**config.mk**
```make
export PLATFORM = sky130hd
export DESIGN_NAME = i2cr_regs
export DESIGN_NICKNAME = d
export VERILOG_FILES = /design/src/core/i2cr_regs.v
export VERILOG_INCLUDE_DIRS = /design/src /design/src/core
export SDC_FILE = /design/constraint.sdc
export NUM_CORES = 1
export LEC_CHECK = 0
export BUFFER_PORTS_ARGS = -buffer_cell sky130_fd_sc_hd__buf_2
export CAP_MARGIN = 15
export CORE_MARGIN = 4
export CORE_UTILIZATION = 40
export DETAILED_ROUTE_END_ITERATION = 16
export HOLD_SLACK_MARGIN = 0.1
export PLACE_DENSITY = 0.57
export SLEW_MARGIN = 20
export SYNTH_ARGS = -nofsm -noshare
export SYNTH_HDL_FRONTEND = slang
export SYNTH_SLANG_ARGS = --single-unit
```
**constraint.sdc**
```tcl
create_clock -name pclk -period 6.85 [get_ports pclk]
set_clock_uncertainty 0.1 [all_clocks]
set_input_delay 0 -clock pclk [delete_from_list [all_inputs] [get_ports pclk]]
set_output_delay 0 -clock pclk [all_outputs]
set_load 0.02 [all_outputs]
```
**src/core/i2cr_map.vh**
```
// register map, field positions, reset values and status codes of the two-wire controller
`ifndef I2CR_MAP_VH
`define I2CR_MAP_VH

// ==========================================================
// register byte addresses
`define I2CR_SET_ADDR 32'h40000000
`define I2CR_STAT_ADDR 32'h40000004
`define I2CR_DAT_ADDR 32'h40000008
`define I2CR_ADR0_ADDR 32'h4000000c
`define I2CR_HI_ADDR 32'h40000010
`define I2CR_LO_ADDR 32'h40000014
`define I2CR_CLR_ADDR 32'h40000018

// ==========================================================
// control flag bit positions (set and clear ports share them)
`define I2CR_AA_BIT 2
`define I2CR_SI_BIT 3
`define I2CR_STO_BIT 4
`define I2CR_STA_BIT 5
`define I2CR_EN_BIT 6
// general call enable sits in bit 0 of the own address
`define I2CR_GC_BIT 0

// ==========================================================
// reset values
`define I2CR_DAT_RST 8'h00
`define I2CR_ADR_RST 8'h00
`define I2CR_PHASE_RST 16'h0004

// ==========================================================
// status codes
`define I2CR_ST_IDLE 8'hf8
`define I2CR_ST_START 8'h08
`define I2CR_ST_RSTART 8'h10
`define I2CR_ST_MTA_ACK 8'h18
`define I2CR_ST_MTA_NAK 8'h20
`define I2CR_ST_MTD_ACK 8'h28
`define I2CR_ST_MTD_NAK 8'h30
`define I2CR_ST_MRA_ACK 8'h40
`define I2CR_ST_MRA_NAK 8'h48
`define I2CR_ST_MRD_ACK 8'h50
`define I2CR_ST_MRD_NAK 8'h58
`define I2CR_ST_SRA_OWN 8'h60
`define I2CR_ST_SRA_GC 8'h70
`define I2CR_ST_SRD_ACK 8'h80
`define I2CR_ST_SRD_NAK 8'h88
`define I2CR_ST_SLV_STOP 8'ha0
`define I2CR_ST_STA_OWN 8'ha8
`define I2CR_ST_STD_ACK 8'hb8
`define I2CR_ST_STD_NAK 8'hc0

`endif

```
**src/core/i2cr_regs.v**
```verilog
// two-wire bus controller: apb registers, byte shifter, address match and clock generator
//
// Local design decision: register access over APB.
`timescale 1ns/1ns
// ==========================================================
// Summary of operation
// - shift byte buffer does not shift while irq pending is set; software writes land only then
// - bytes shift msb first; first received bit lands in bit 7
// - shift byte buffer is 8 bits, shared by transmit and receive, resets 0
// - own address is compared only in slave operation, ignored as master
// - own address bit 0 enables recognition of general call address 0x00
// - own address 0x00 means no address is ever acknowledged
// - own address clears to zero at reset, so slave recognition is off
// - own address holds the 7-bit slave address in bits 7:1
// - high phase count is 16 bits, resets to 4, sets scl high cycles
// - low phase count is 16 bits, resets to 4, sets scl low cycles
// - bit rate is pclk divided by high plus low phase counts plus two synchroniser cycles
// - high and low phase counts may differ for asymmetric duty cycle
// - writing one to a clear port bit clears its flag, except stop request at bit 4; zero does nothing
// - clear port bit 2 clears the ack assert flag
// - clear port bit 3 clears irq pending and releases the paused transfer
// - clear port bit 5 clears the begin condition request
// - clear port bit 6 clears iface on, disabling the interface
// - irq pending sets on every state change except idle; scl low is stretched
// - with iface off, inputs ignored, not addressed, stop flag forced 0
// - ack flag set drives ack low after address match or received byte
`include "i2cr_map.vh"

module i2cr_regs #(
  parameter CNT_W = 16
) (
  input wire pclk,
  input wire presetn,
  input wire psel,
  input wire penable,
  input wire pwrite,
  input wire [31:0] paddr,
  input wire [31:0] pwdata,
  output reg [31:0] prdata,
  output reg pready,
  output reg pslverr,
  input wire scl_in,
  output reg scl_out,
  output reg scl_oe,
  input wire sda_in,
  output reg sda_out,
  output reg sda_oe
);

  // ==========================================================
  // engine states
  localparam [1:0] ST_IDLE = 2'b00;
  localparam [1:0] ST_START = 2'b01;
  localparam [1:0] ST_XFER = 2'b10;
  localparam [1:0] ST_STOP = 2'b11;

  // ==========================================================
  // functions
  // a phase wait ends after lim cycles; a zero count ends at once
  function tick_done;
    input [CNT_W-1:0] c;
    input [CNT_W-1:0] lim;
    begin
      tick_done = ({1'b0, c} + 1'b1) >= {1'b0, lim};
    end
  endfunction

  // register addresses that answer without error
  function addr_ok;
    input [31:0] a;
    begin
      addr_ok = (a == `I2CR_SET_ADDR) || (a == `I2CR_STAT_ADDR) ||
        (a == `I2CR_DAT_ADDR) || (a == `I2CR_ADR0_ADDR) ||
        (a == `I2CR_HI_ADDR) || (a == `I2CR_LO_ADDR) ||
        (a == `I2CR_CLR_ADDR);
    end
  endfunction

  // status code reached at the end of a byte and its ack slot
  function [7:0] status_of;
    input m;
    input ap;
    input r;
    input nk;
    input g;
    begin
      if (m && ap)
        status_of = r ? (nk ? `I2CR_ST_MRA_NAK : `I2CR_ST_MRA_ACK)
                      : (nk ? `I2CR_ST_MTA_NAK : `I2CR_ST_MTA_ACK);
      else if (m)
        status_of = r ? (nk ? `I2CR_ST_MRD_NAK : `I2CR_ST_MRD_ACK)
                      : (nk ? `I2CR_ST_MTD_NAK : `I2CR_ST_MTD_ACK);
      else if (ap)
        status_of = g ? `I2CR_ST_SRA_GC : (r ? `I2CR_ST_STA_OWN : `I2CR_ST_SRA_OWN);
      else
        status_of = r ? (nk ? `I2CR_ST_STD_NAK : `I2CR_ST_STD_ACK)
                      : (nk ? `I2CR_ST_SRD_NAK : `I2CR_ST_SRD_ACK);
    end
  endfunction

  // ==========================================================
  // state
  reg [7:0] shift_byte_buffer;
  reg [7:0] own_address_0;
  reg [15:0] high_phase_count;
  reg [15:0] low_phase_count;
  reg ack_assert_flag;
  reg irq_pending_flag;
  reg stop_request;
  reg begin_condition_request;
  reg iface_on;
  reg [7:0] status;
  reg [1:0] state;
  reg [1:0] sub;
  reg [CNT_W-1:0] cnt;
  reg [3:0] bitcnt;
  reg mst;
  reg slv;
  reg addr_phase;
  reg tx;
  reg rd;
  reg nack;
  reg gc_seen;
  reg ack_drv;
  reg rstart;
  reg busy;
  reg scl_m;
  reg scl_s;
  reg scl_q;
  reg sda_m;
  reg sda_s;
  reg sda_q;
  reg [31:0] rd_val;

  // ==========================================================
  // apb strobes: a write lands at the access edge with pready high
  wire acc_wr = psel & penable & pready & pwrite;
  wire wr_set = acc_wr & (paddr == `I2CR_SET_ADDR);
  wire wr_dat = acc_wr & (paddr == `I2CR_DAT_ADDR);
  wire wr_adr = acc_wr & (paddr == `I2CR_ADR0_ADDR);
  wire wr_hi = acc_wr & (paddr == `I2CR_HI_ADDR);
  wire wr_lo = acc_wr & (paddr == `I2CR_LO_ADDR);
  wire wr_clr = acc_wr & (paddr == `I2CR_CLR_ADDR);

  // bus events seen on the synchronised lines only
  wire scl_rise = scl_s & ~scl_q;
  wire scl_fall = ~scl_s & scl_q;
  wire start_det = scl_s & scl_q & sda_q & ~sda_s;
  wire stop_det = scl_s & scl_q & ~sda_q & sda_s;

  // address recognition; own address of zero never matches
  wire gc_hit = (shift_byte_buffer[7:1] == 7'h00) & own_address_0[`I2CR_GC_BIT];
  wire own_hit = (own_address_0[7:1] != 7'h00) &&
    (shift_byte_buffer[7:1] == own_address_0[7:1]);
  wire addr_hit = own_hit | gc_hit;

  // ==========================================================
  // read mux; reserved bits read as zero, the clear port reads zero
  always @* begin
    rd_val = 32'h00000000;
    case (paddr)
      `I2CR_SET_ADDR: begin
        rd_val[`I2CR_AA_BIT] = ack_assert_flag;
        rd_val[`I2CR_SI_BIT] = irq_pending_flag;
        rd_val[`I2CR_STO_BIT] = stop_request;
        rd_val[`I2CR_STA_BIT] = begin_condition_request;
        rd_val[`I2CR_EN_BIT] = iface_on;
      end
      `I2CR_STAT_ADDR: rd_val[7:0] = status;
      `I2CR_DAT_ADDR: rd_val[7:0] = shift_byte_buffer;
      `I2CR_ADR0_ADDR: rd_val[7:0] = own_address_0;
      `I2CR_HI_ADDR: rd_val[15:0] = high_phase_count;
      `I2CR_LO_ADDR: rd_val[15:0] = low_phase_count;
      default: rd_val = 32'h00000000;
    endcase
  end

  // ==========================================================
  // apb answer: data and error are captured in the setup cycle so
  // every answer leaves a flop; this costs no wait state
  always @(posedge pclk or negedge presetn) begin
    if (!presetn) begin
      pready <= 1'b0;
      prdata <= 32'h00000000;
      pslverr <= 1'b0;
    end else begin
      pready <= psel & ~penable;
      if (psel && !penable) begin
        prdata <= pwrite ? 32'h00000000 : rd_val;
        pslverr <= ~addr_ok(paddr);
      end else begin
        prdata <= 32'h00000000;
        pslverr <= 1'b0;
      end
    end
  end

  // ==========================================================
  // plain two-flop synchronisers; gating them on enable could fake a bus edge at turn-on
  always @(posedge pclk or negedge presetn) begin
    if (!presetn) begin
      scl_m <= 1'b1;
      scl_s <= 1'b1;
      scl_q <= 1'b1;
      sda_m <= 1'b1;
      sda_s <= 1'b1;
      sda_q <= 1'b1;
    end else begin
      scl_m <= scl_in;
      sda_m <= sda_in;
      scl_s <= scl_m;
      sda_s <= sda_m;
      scl_q <= scl_s;
      sda_q <= sda_s;
    end
  end

  // ==========================================================
  // registers and byte engine; engine assignments come after the
  // software ones so a hardware set beats a same-cycle clear
  always @(posedge pclk or negedge presetn) begin
    if (!presetn) begin
      shift_byte_buffer <= `I2CR_DAT_RST;
      own_address_0 <= `I2CR_ADR_RST;
      high_phase_count <= `I2CR_PHASE_RST;
      low_phase_count <= `I2CR_PHASE_RST;
      ack_assert_flag <= 1'b0;
      irq_pending_flag <= 1'b0;
      stop_request <= 1'b0;
      begin_condition_request <= 1'b0;
      iface_on <= 1'b0;
      status <= `I2CR_ST_IDLE;
      state <= ST_IDLE;
      sub <= 2'b00;
      cnt <= {CNT_W{1'b0}};
      bitcnt <= 4'h0;
      mst <= 1'b0;
      slv <= 1'b0;
      addr_phase <= 1'b0;
      tx <= 1'b0;
      rd <= 1'b0;
      nack <= 1'b0;
      gc_seen <= 1'b0;
      ack_drv <= 1'b0;
      rstart <= 1'b0;
      busy <= 1'b0;
      scl_oe <= 1'b0;
      sda_oe <= 1'b0;
      scl_out <= 1'b0;
      sda_out <= 1'b0;
    end else begin
      // open-drain lines only ever pull low
      scl_out <= 1'b0;
      sda_out <= 1'b0;
      // set port: ones set flags, zeros do nothing
      if (wr_set) begin
        if (pwdata[`I2CR_AA_BIT]) ack_assert_flag <= 1'b1;
        if (pwdata[`I2CR_SI_BIT]) irq_pending_flag <= 1'b1;
        if (pwdata[`I2CR_STO_BIT]) stop_request <= 1'b1;
        if (pwdata[`I2CR_STA_BIT]) begin_condition_request <= 1'b1;
        if (pwdata[`I2CR_EN_BIT]) iface_on <= 1'b1;
      end
      // clear port; reserved bit positions have no effect
      if (wr_clr) begin
        if (pwdata[`I2CR_AA_BIT]) ack_assert_flag <= 1'b0;
        if (pwdata[`I2CR_SI_BIT]) irq_pending_flag <= 1'b0;
        if (pwdata[`I2CR_STA_BIT]) begin_condition_request <= 1'b0;
        if (pwdata[`I2CR_EN_BIT]) iface_on <= 1'b0;
      end
      // buffer writes only while paused, never mid-byte
      if (wr_dat && irq_pending_flag)
        shift_byte_buffer <= pwdata[7:0];
      if (wr_adr)
        own_address_0 <= pwdata[7:0];
      if (wr_hi)
        high_phase_count <= pwdata[15:0];
      if (wr_lo)
        low_phase_count <= pwdata[15:0];
      // bus busy between any start and stop
      if (start_det)
        busy <= 1'b1;
      else if (stop_det)
        busy <= 1'b0;

      if (!iface_on) begin
        // disabled: drop all bus state and release both lines
        state <= ST_IDLE;
        mst <= 1'b0;
        slv <= 1'b0;
        busy <= 1'b0;
        stop_request <= 1'b0;
        scl_oe <= 1'b0;
        sda_oe <= 1'b0;
        status <= `I2CR_ST_IDLE;
      end else begin
        case (state)
          ST_IDLE: begin
            scl_oe <= 1'b0;
            sda_oe <= 1'b0;
            cnt <= {CNT_W{1'b0}};
            // a stop request in slave mode only recovers; nothing is sent
            if (stop_request && !begin_condition_request)
              stop_request <= 1'b0;
            if (start_det) begin
              state <= ST_XFER;
              bitcnt <= 4'h0;
              addr_phase <= 1'b1;
              tx <= 1'b0;
              slv <= 1'b0;
              mst <= 1'b0;
            end else if (begin_condition_request && !busy) begin
              state <= ST_START;
              sub <= 2'b01;
              mst <= 1'b1;
              rstart <= 1'b0;
            end
          end
          ST_START: begin
            case (sub)
              2'b00: begin
                // repeated start: release data while clock is held low
                sda_oe <= 1'b0;
                scl_oe <= 1'b1;
                if (tick_done(cnt, low_phase_count[CNT_W-1:0])) begin
                  cnt <= {CNT_W{1'b0}};
                  sub <= 2'b01;
                end else begin
                  cnt <= cnt + 1'b1;
                end
              end
              2'b01: begin
                // count the high phase only once the line really is high
                scl_oe <= 1'b0;
                if (scl_s) begin
                  if (tick_done(cnt, high_phase_count[CNT_W-1:0])) begin
                    cnt <= {CNT_W{1'b0}};
                    sub <= 2'b10;
                  end else begin
                    cnt <= cnt + 1'b1;
                  end
                end
              end
              2'b10: begin
                sda_oe <= 1'b1;
                if (tick_done(cnt, high_phase_count[CNT_W-1:0])) begin
                  cnt <= {CNT_W{1'b0}};
                  sub <= 2'b11;
                end else begin
                  cnt <= cnt + 1'b1;
                end
              end
              default: begin
                // start done: pause with clock low for the address byte
                scl_oe <= 1'b1;
                irq_pending_flag <= 1'b1;
                status <= rstart ? `I2CR_ST_RSTART : `I2CR_ST_START;
                state <= ST_XFER;
                bitcnt <= 4'h0;
                addr_phase <= 1'b1;
                tx <= 1'b1;
                cnt <= {CNT_W{1'b0}};
              end
            endcase
          end
          ST_XFER: begin
            if (!mst && stop_det) begin
              // stop from the far master ends any slave transfer
              state <= ST_IDLE;
              scl_oe <= 1'b0;
              sda_oe <= 1'b0;
              slv <= 1'b0;
              if (slv) begin
                irq_pending_flag <= 1'b1;
                status <= `I2CR_ST_SLV_STOP;
              end
            end else if (!mst && start_det) begin
              // repeated start from the far master restarts addressing
              bitcnt <= 4'h0;
              addr_phase <= 1'b1;
              tx <= 1'b0;
              slv <= 1'b0;
              sda_oe <= 1'b0;
              if (slv) begin
                irq_pending_flag <= 1'b1;
                status <= `I2CR_ST_SLV_STOP;
              end
            end else if (mst && !irq_pending_flag && bitcnt == 4'h0 && scl_oe &&
                         (stop_request || (begin_condition_request && !addr_phase))) begin
              cnt <= {CNT_W{1'b0}};
              if (stop_request) begin
                state <= ST_STOP;
                sub <= 2'b00;
              end else begin
                state <= ST_START;
                sub <= 2'b00;
                rstart <= 1'b1;
              end
            end else begin
              // clock: master divides pclk, slave only stretches
              if (mst) begin
                if (scl_oe) begin
                  // low phase frozen while paused
                  if (!irq_pending_flag) begin
                    if (tick_done(cnt, low_phase_count[CNT_W-1:0])) begin
                      cnt <= {CNT_W{1'b0}};
                      scl_oe <= 1'b0;
                    end else begin
                      cnt <= cnt + 1'b1;
                    end
                  end
                end else if (scl_s) begin
                  // a stretching slave delays this count
                  if (tick_done(cnt, high_phase_count[CNT_W-1:0])) begin
                    cnt <= {CNT_W{1'b0}};
                    scl_oe <= 1'b1;
                  end else begin
                    cnt <= cnt + 1'b1;
                  end
                end
              end else begin
                scl_oe <= irq_pending_flag & (scl_oe | ~scl_s);
              end
              // sample on rising clock; shifting stops while paused
              if (scl_rise && !irq_pending_flag) begin
                if (bitcnt < 4'h8) begin
                  shift_byte_buffer <= {shift_byte_buffer[6:0], sda_s};
                  bitcnt <= bitcnt + 4'h1;
                end else begin
                  nack <= sda_s;
                  bitcnt <= 4'h9;
                end
              end
              // falling clock opens the ack slot or closes the byte
              if (scl_fall && bitcnt == 4'h8) begin
                if (addr_phase && !mst) begin
                  if (addr_hit && ack_assert_flag) begin
                    slv <= 1'b1;
                    ack_drv <= 1'b1;
                    rd <= shift_byte_buffer[0];
                    gc_seen <= gc_hit;
                  end else begin
                    // not addressed: step off the bus
                    state <= ST_IDLE;
                    ack_drv <= 1'b0;
                    sda_oe <= 1'b0;
                    scl_oe <= 1'b0;
                  end
                end else if (addr_phase) begin
                  rd <= shift_byte_buffer[0];
                  ack_drv <= 1'b0;
                end else begin
                  ack_drv <= ~tx & ack_assert_flag;
                end
              end
              if (scl_fall && bitcnt == 4'h9) begin
                bitcnt <= 4'h0;
                irq_pending_flag <= 1'b1;
                status <= status_of(mst, addr_phase, rd, nack, gc_seen);
                addr_phase <= 1'b0;
                ack_drv <= 1'b0;
                tx <= mst ? ~rd : rd;
              end
              // data changes only while the clock is low
              if (!scl_s) begin
                if (bitcnt == 4'h8)
                  sda_oe <= ack_drv;
                else
                  sda_oe <= tx & (bitcnt < 4'h8) & ~shift_byte_buffer[7];
              end
            end
          end
          default: begin
            case (sub)
              2'b00: begin
                // stop: pull data low under a low clock
                scl_oe <= 1'b1;
                sda_oe <= 1'b1;
                if (tick_done(cnt, low_phase_count[CNT_W-1:0])) begin
                  cnt <= {CNT_W{1'b0}};
                  sub <= 2'b01;
                end else begin
                  cnt <= cnt + 1'b1;
                end
              end
              2'b01: begin
                scl_oe <= 1'b0;
                if (scl_s) begin
                  if (tick_done(cnt, high_phase_count[CNT_W-1:0])) begin
                    cnt <= {CNT_W{1'b0}};
                    sub <= 2'b10;
                  end else begin
                    cnt <= cnt + 1'b1;
                  end
                end
              end
              default: begin
                // entering idle raises no interrupt
                sda_oe <= 1'b0;
                stop_request <= 1'b0;
                mst <= 1'b0;
                status <= `I2CR_ST_IDLE;
                state <= ST_IDLE;
              end
            endcase
          end
        endcase
      end
    end
  end

endmodule

```
==> impl_metrics.ini <==
[placed_design]
portBuffers = 74
dpl-instance-area_um2 = 8810
dpl.hpwl_um = 16600
placed_cells_incl_taps = 1235
place.gp.congestion = 0.873
place_ws_ps = 1820

[cells_and_area]
layout.nets = 1135
diodes = 0
final_core_util_pct = 47.5
layoutNonFillerInstCount = 1298
syn_to_final_growth_pct = 16.1
seqCellArea_um2 = 3040
num-fill-cells = 1993
multiInputGateArea_um2 = 4790
drive_gt1_share_pct = 17.8
post-route-cell-area_um2 = 9710

[clock_tree]
clk_pin_slew_ps = 60
numCtsBuffers = 17
cts_resized = 0
ctsHtreeMaxLevel = 4
clk_latency_ps = 420
clockBufferDepth = 2
clock_sinks = 121
cts_tree = built
clockRootBuffer = clkbuf_16
cts_setup_buffers = 0

[power_and_ir_drop]
design_power_total_mw = 1.67
powerDensity_nw_per_um2 = 172
ir_drop_mv = 0.176
p_leak_nw = 4.19

[routing]
wl_per_cell_um = 18.2
drc = 0
drt_iter0_markers = 739
num_vias = 7449
ant_nets = 0
wl_um = 23700
avgViaCountPerCell = 5.74
dr.pass1.iters = 7

[sta]
hold_viol = 0
min_period_ps = 5130
rsz0062_at_grt = false
fmax_mhz = 195
report.final.setup_viol = 0
worst_slew_pin_slew_ps = 1050
hold_slack_ps = 120
final_max_slew_viol_count = 0
setup_tns_ps = 0
min_period_over_period_pct = 74.9
finalWorstSetupSlack_ps = 1720
relSlewSlack_pct = 29.7

[grt]
overflow = 0
antenna_found_initial = 0
grt_pass1_wl_um = 39200
track_usage_pct = 20.4
grt_pass1_vias = 7106
grt_max_degree = 70

[synthesis]
synthArstFlopShare_pct = 100
synth-seq-cells = 121
yosysMostFrequentCell = dfrtp_1
netlist_instances = 937
synth_area_leaders = dfrtp_1, ha_1, dfstp_2
syn_area_um2 = 8360
yosysTopAreaCellShare_pct = 32.3
yosysSeqAreaShare_pct = 36.4
synth-edff-count = 0
synth.distinct_cells = 90
syn_avg_cell_area_um2 = 8.92
synth_area_leader_cell = dfrtp_1
yosys_warnings = 0
synthTopCellsByCount = dfrtp_1, nand2_1, nor2_1
synth_ff_type = dfrtp_1

[floorplan]
coreArea_um2 = 20400
die_w_um = 153
io_pins = 109
num_rows = 52
fp.dieH_um = 153
die-area_um2 = 23300
start_util_pct = 40.9

[status]
status = finished clean

[setup_path]
critical_path_arrival_ps = 5370
startpoint_type = flop
end_kind = flop
crit_fanout = 17
critPathRequiredTime_ps = 7090
critPathKind = reg2reg

[hold_path]
worst_hold_path_type = in2reg

[run]
drv_cap = 0
-- registers in the layout, indices dropped and copies added (netlist names), 2 cells and up, named ones only --
register / cells
own_address_0: 8
high_phase_count: 16
bitcnt: 4
shift_byte_buffer: 8
low_phase_count: 16
prdata: 16
status: 8
state: 2
sub: 2
cnt: 16
-- cell usage in the layout (no fill, tap or decap), drive strengths merged, types with 6 or more instances in the layout --
cell type and count:
dfrtp 108, nand2 87, buf 80, nor2 71
o21ai 65, inv 65, a21oi 53, ha 49
a22oi 30, mux2 30, dlygate4sd3 30, nand3 27
a31oi 21, conb 18, clkbuf 18, nor2b 17
nand4 17, xnor2 16, nor3 16, mux2i 13
a221oi 13, dfstp 13, nor4 10, o211ai 10
a22o 9, nand2b 8, and2 7, nor3b 7
a211oi 6, and3 6, clkinv 6
-- layout make-up --
cell class | count | area share (%)
multi-input combinational | 704 | 49.3
timing repair buffer | 110 | 7.61
clock inverter | 14 | 1.43
sequential | 121 | 31.4
inverter | 61 | 2.36
tap | 270 | 3.48
clock buffer | 18 | 4.42
-- critical path, stage by stage, from the launching register on --
cell      delay (ps)
dfrtp_1          590
ha_1             370
nand3_1          240
nor2_1           530
xnor2_1          320
inv_1            140
ha_1             320
nand4_1          110
nor2_1            60
a221o_1          310
a211o_1          550
o22ai_2          780
a221oi_1         170
o31a_1           320
a31oi_1          140
-- repair_timing --
| item | 4_1_cts | 5_1_grt |
|---|---|---|
| endpoints found under the hold margin | 109 | 0 |
| setup endpoints to repair | 0 | 0 |
| hold buffers | 31 | 0 |
-- routing by layer --
metal / global-route usage, % / wire length, um / vias to the layer above
li1: - / - / 3571
met1: 28.9 / 11000 / 3570
met2: 31.9 / 10700 / 275
met3: 4.23 / 1600 / 33
met4: 5.35 / 334 / 0
met5: 0 / 0 / -
-- power breakdown --
group          total (mW)  leakage, nW  internal [mW]  switching (mW)
Clock               0.877        0.270          0.507           0.370
Combinational      0.0723         2.39         0.0281          0.0442
Sequential          0.724         1.53          0.719         0.00485
-- cell families (layout without fill, tap and decap cells) --
group / count (synthesis) / count (layout) / synth area share, %
AND/OR/NAND/NOR: 299 / 299 / 18.7
AO/OA/AOI/OAI: 273 / 273 / 22.3
buffers and inverters: 129 / 203 / 7.14
flip-flops: 121 / 121 / 36.4
adder cells (fa/ha/maj): 49 / 49 / 7.33
multiplexers: 44 / 44 / 5.87
XOR/XNOR: 21 / 21 / 2.20
other: 1 / 18 / 0.0448
-- path summary, 6_finish.rpt --
kind	start	end	slack (ps)	cells after the start
min	paddr[2]	prdata[13]	120	4
min reg2reg	scl_m	scl_s	260	0
max in group asynchronous	presetn	sub[0]	5140	4
max reg2reg	cnt[0]	cnt[13]	1720	14
max	cnt[0]	cnt[13]	1720	14
min in group asynchronous	presetn	low_phase_count[2]	570	3
No activity file was read; power rests on OpenSTA's default activity.
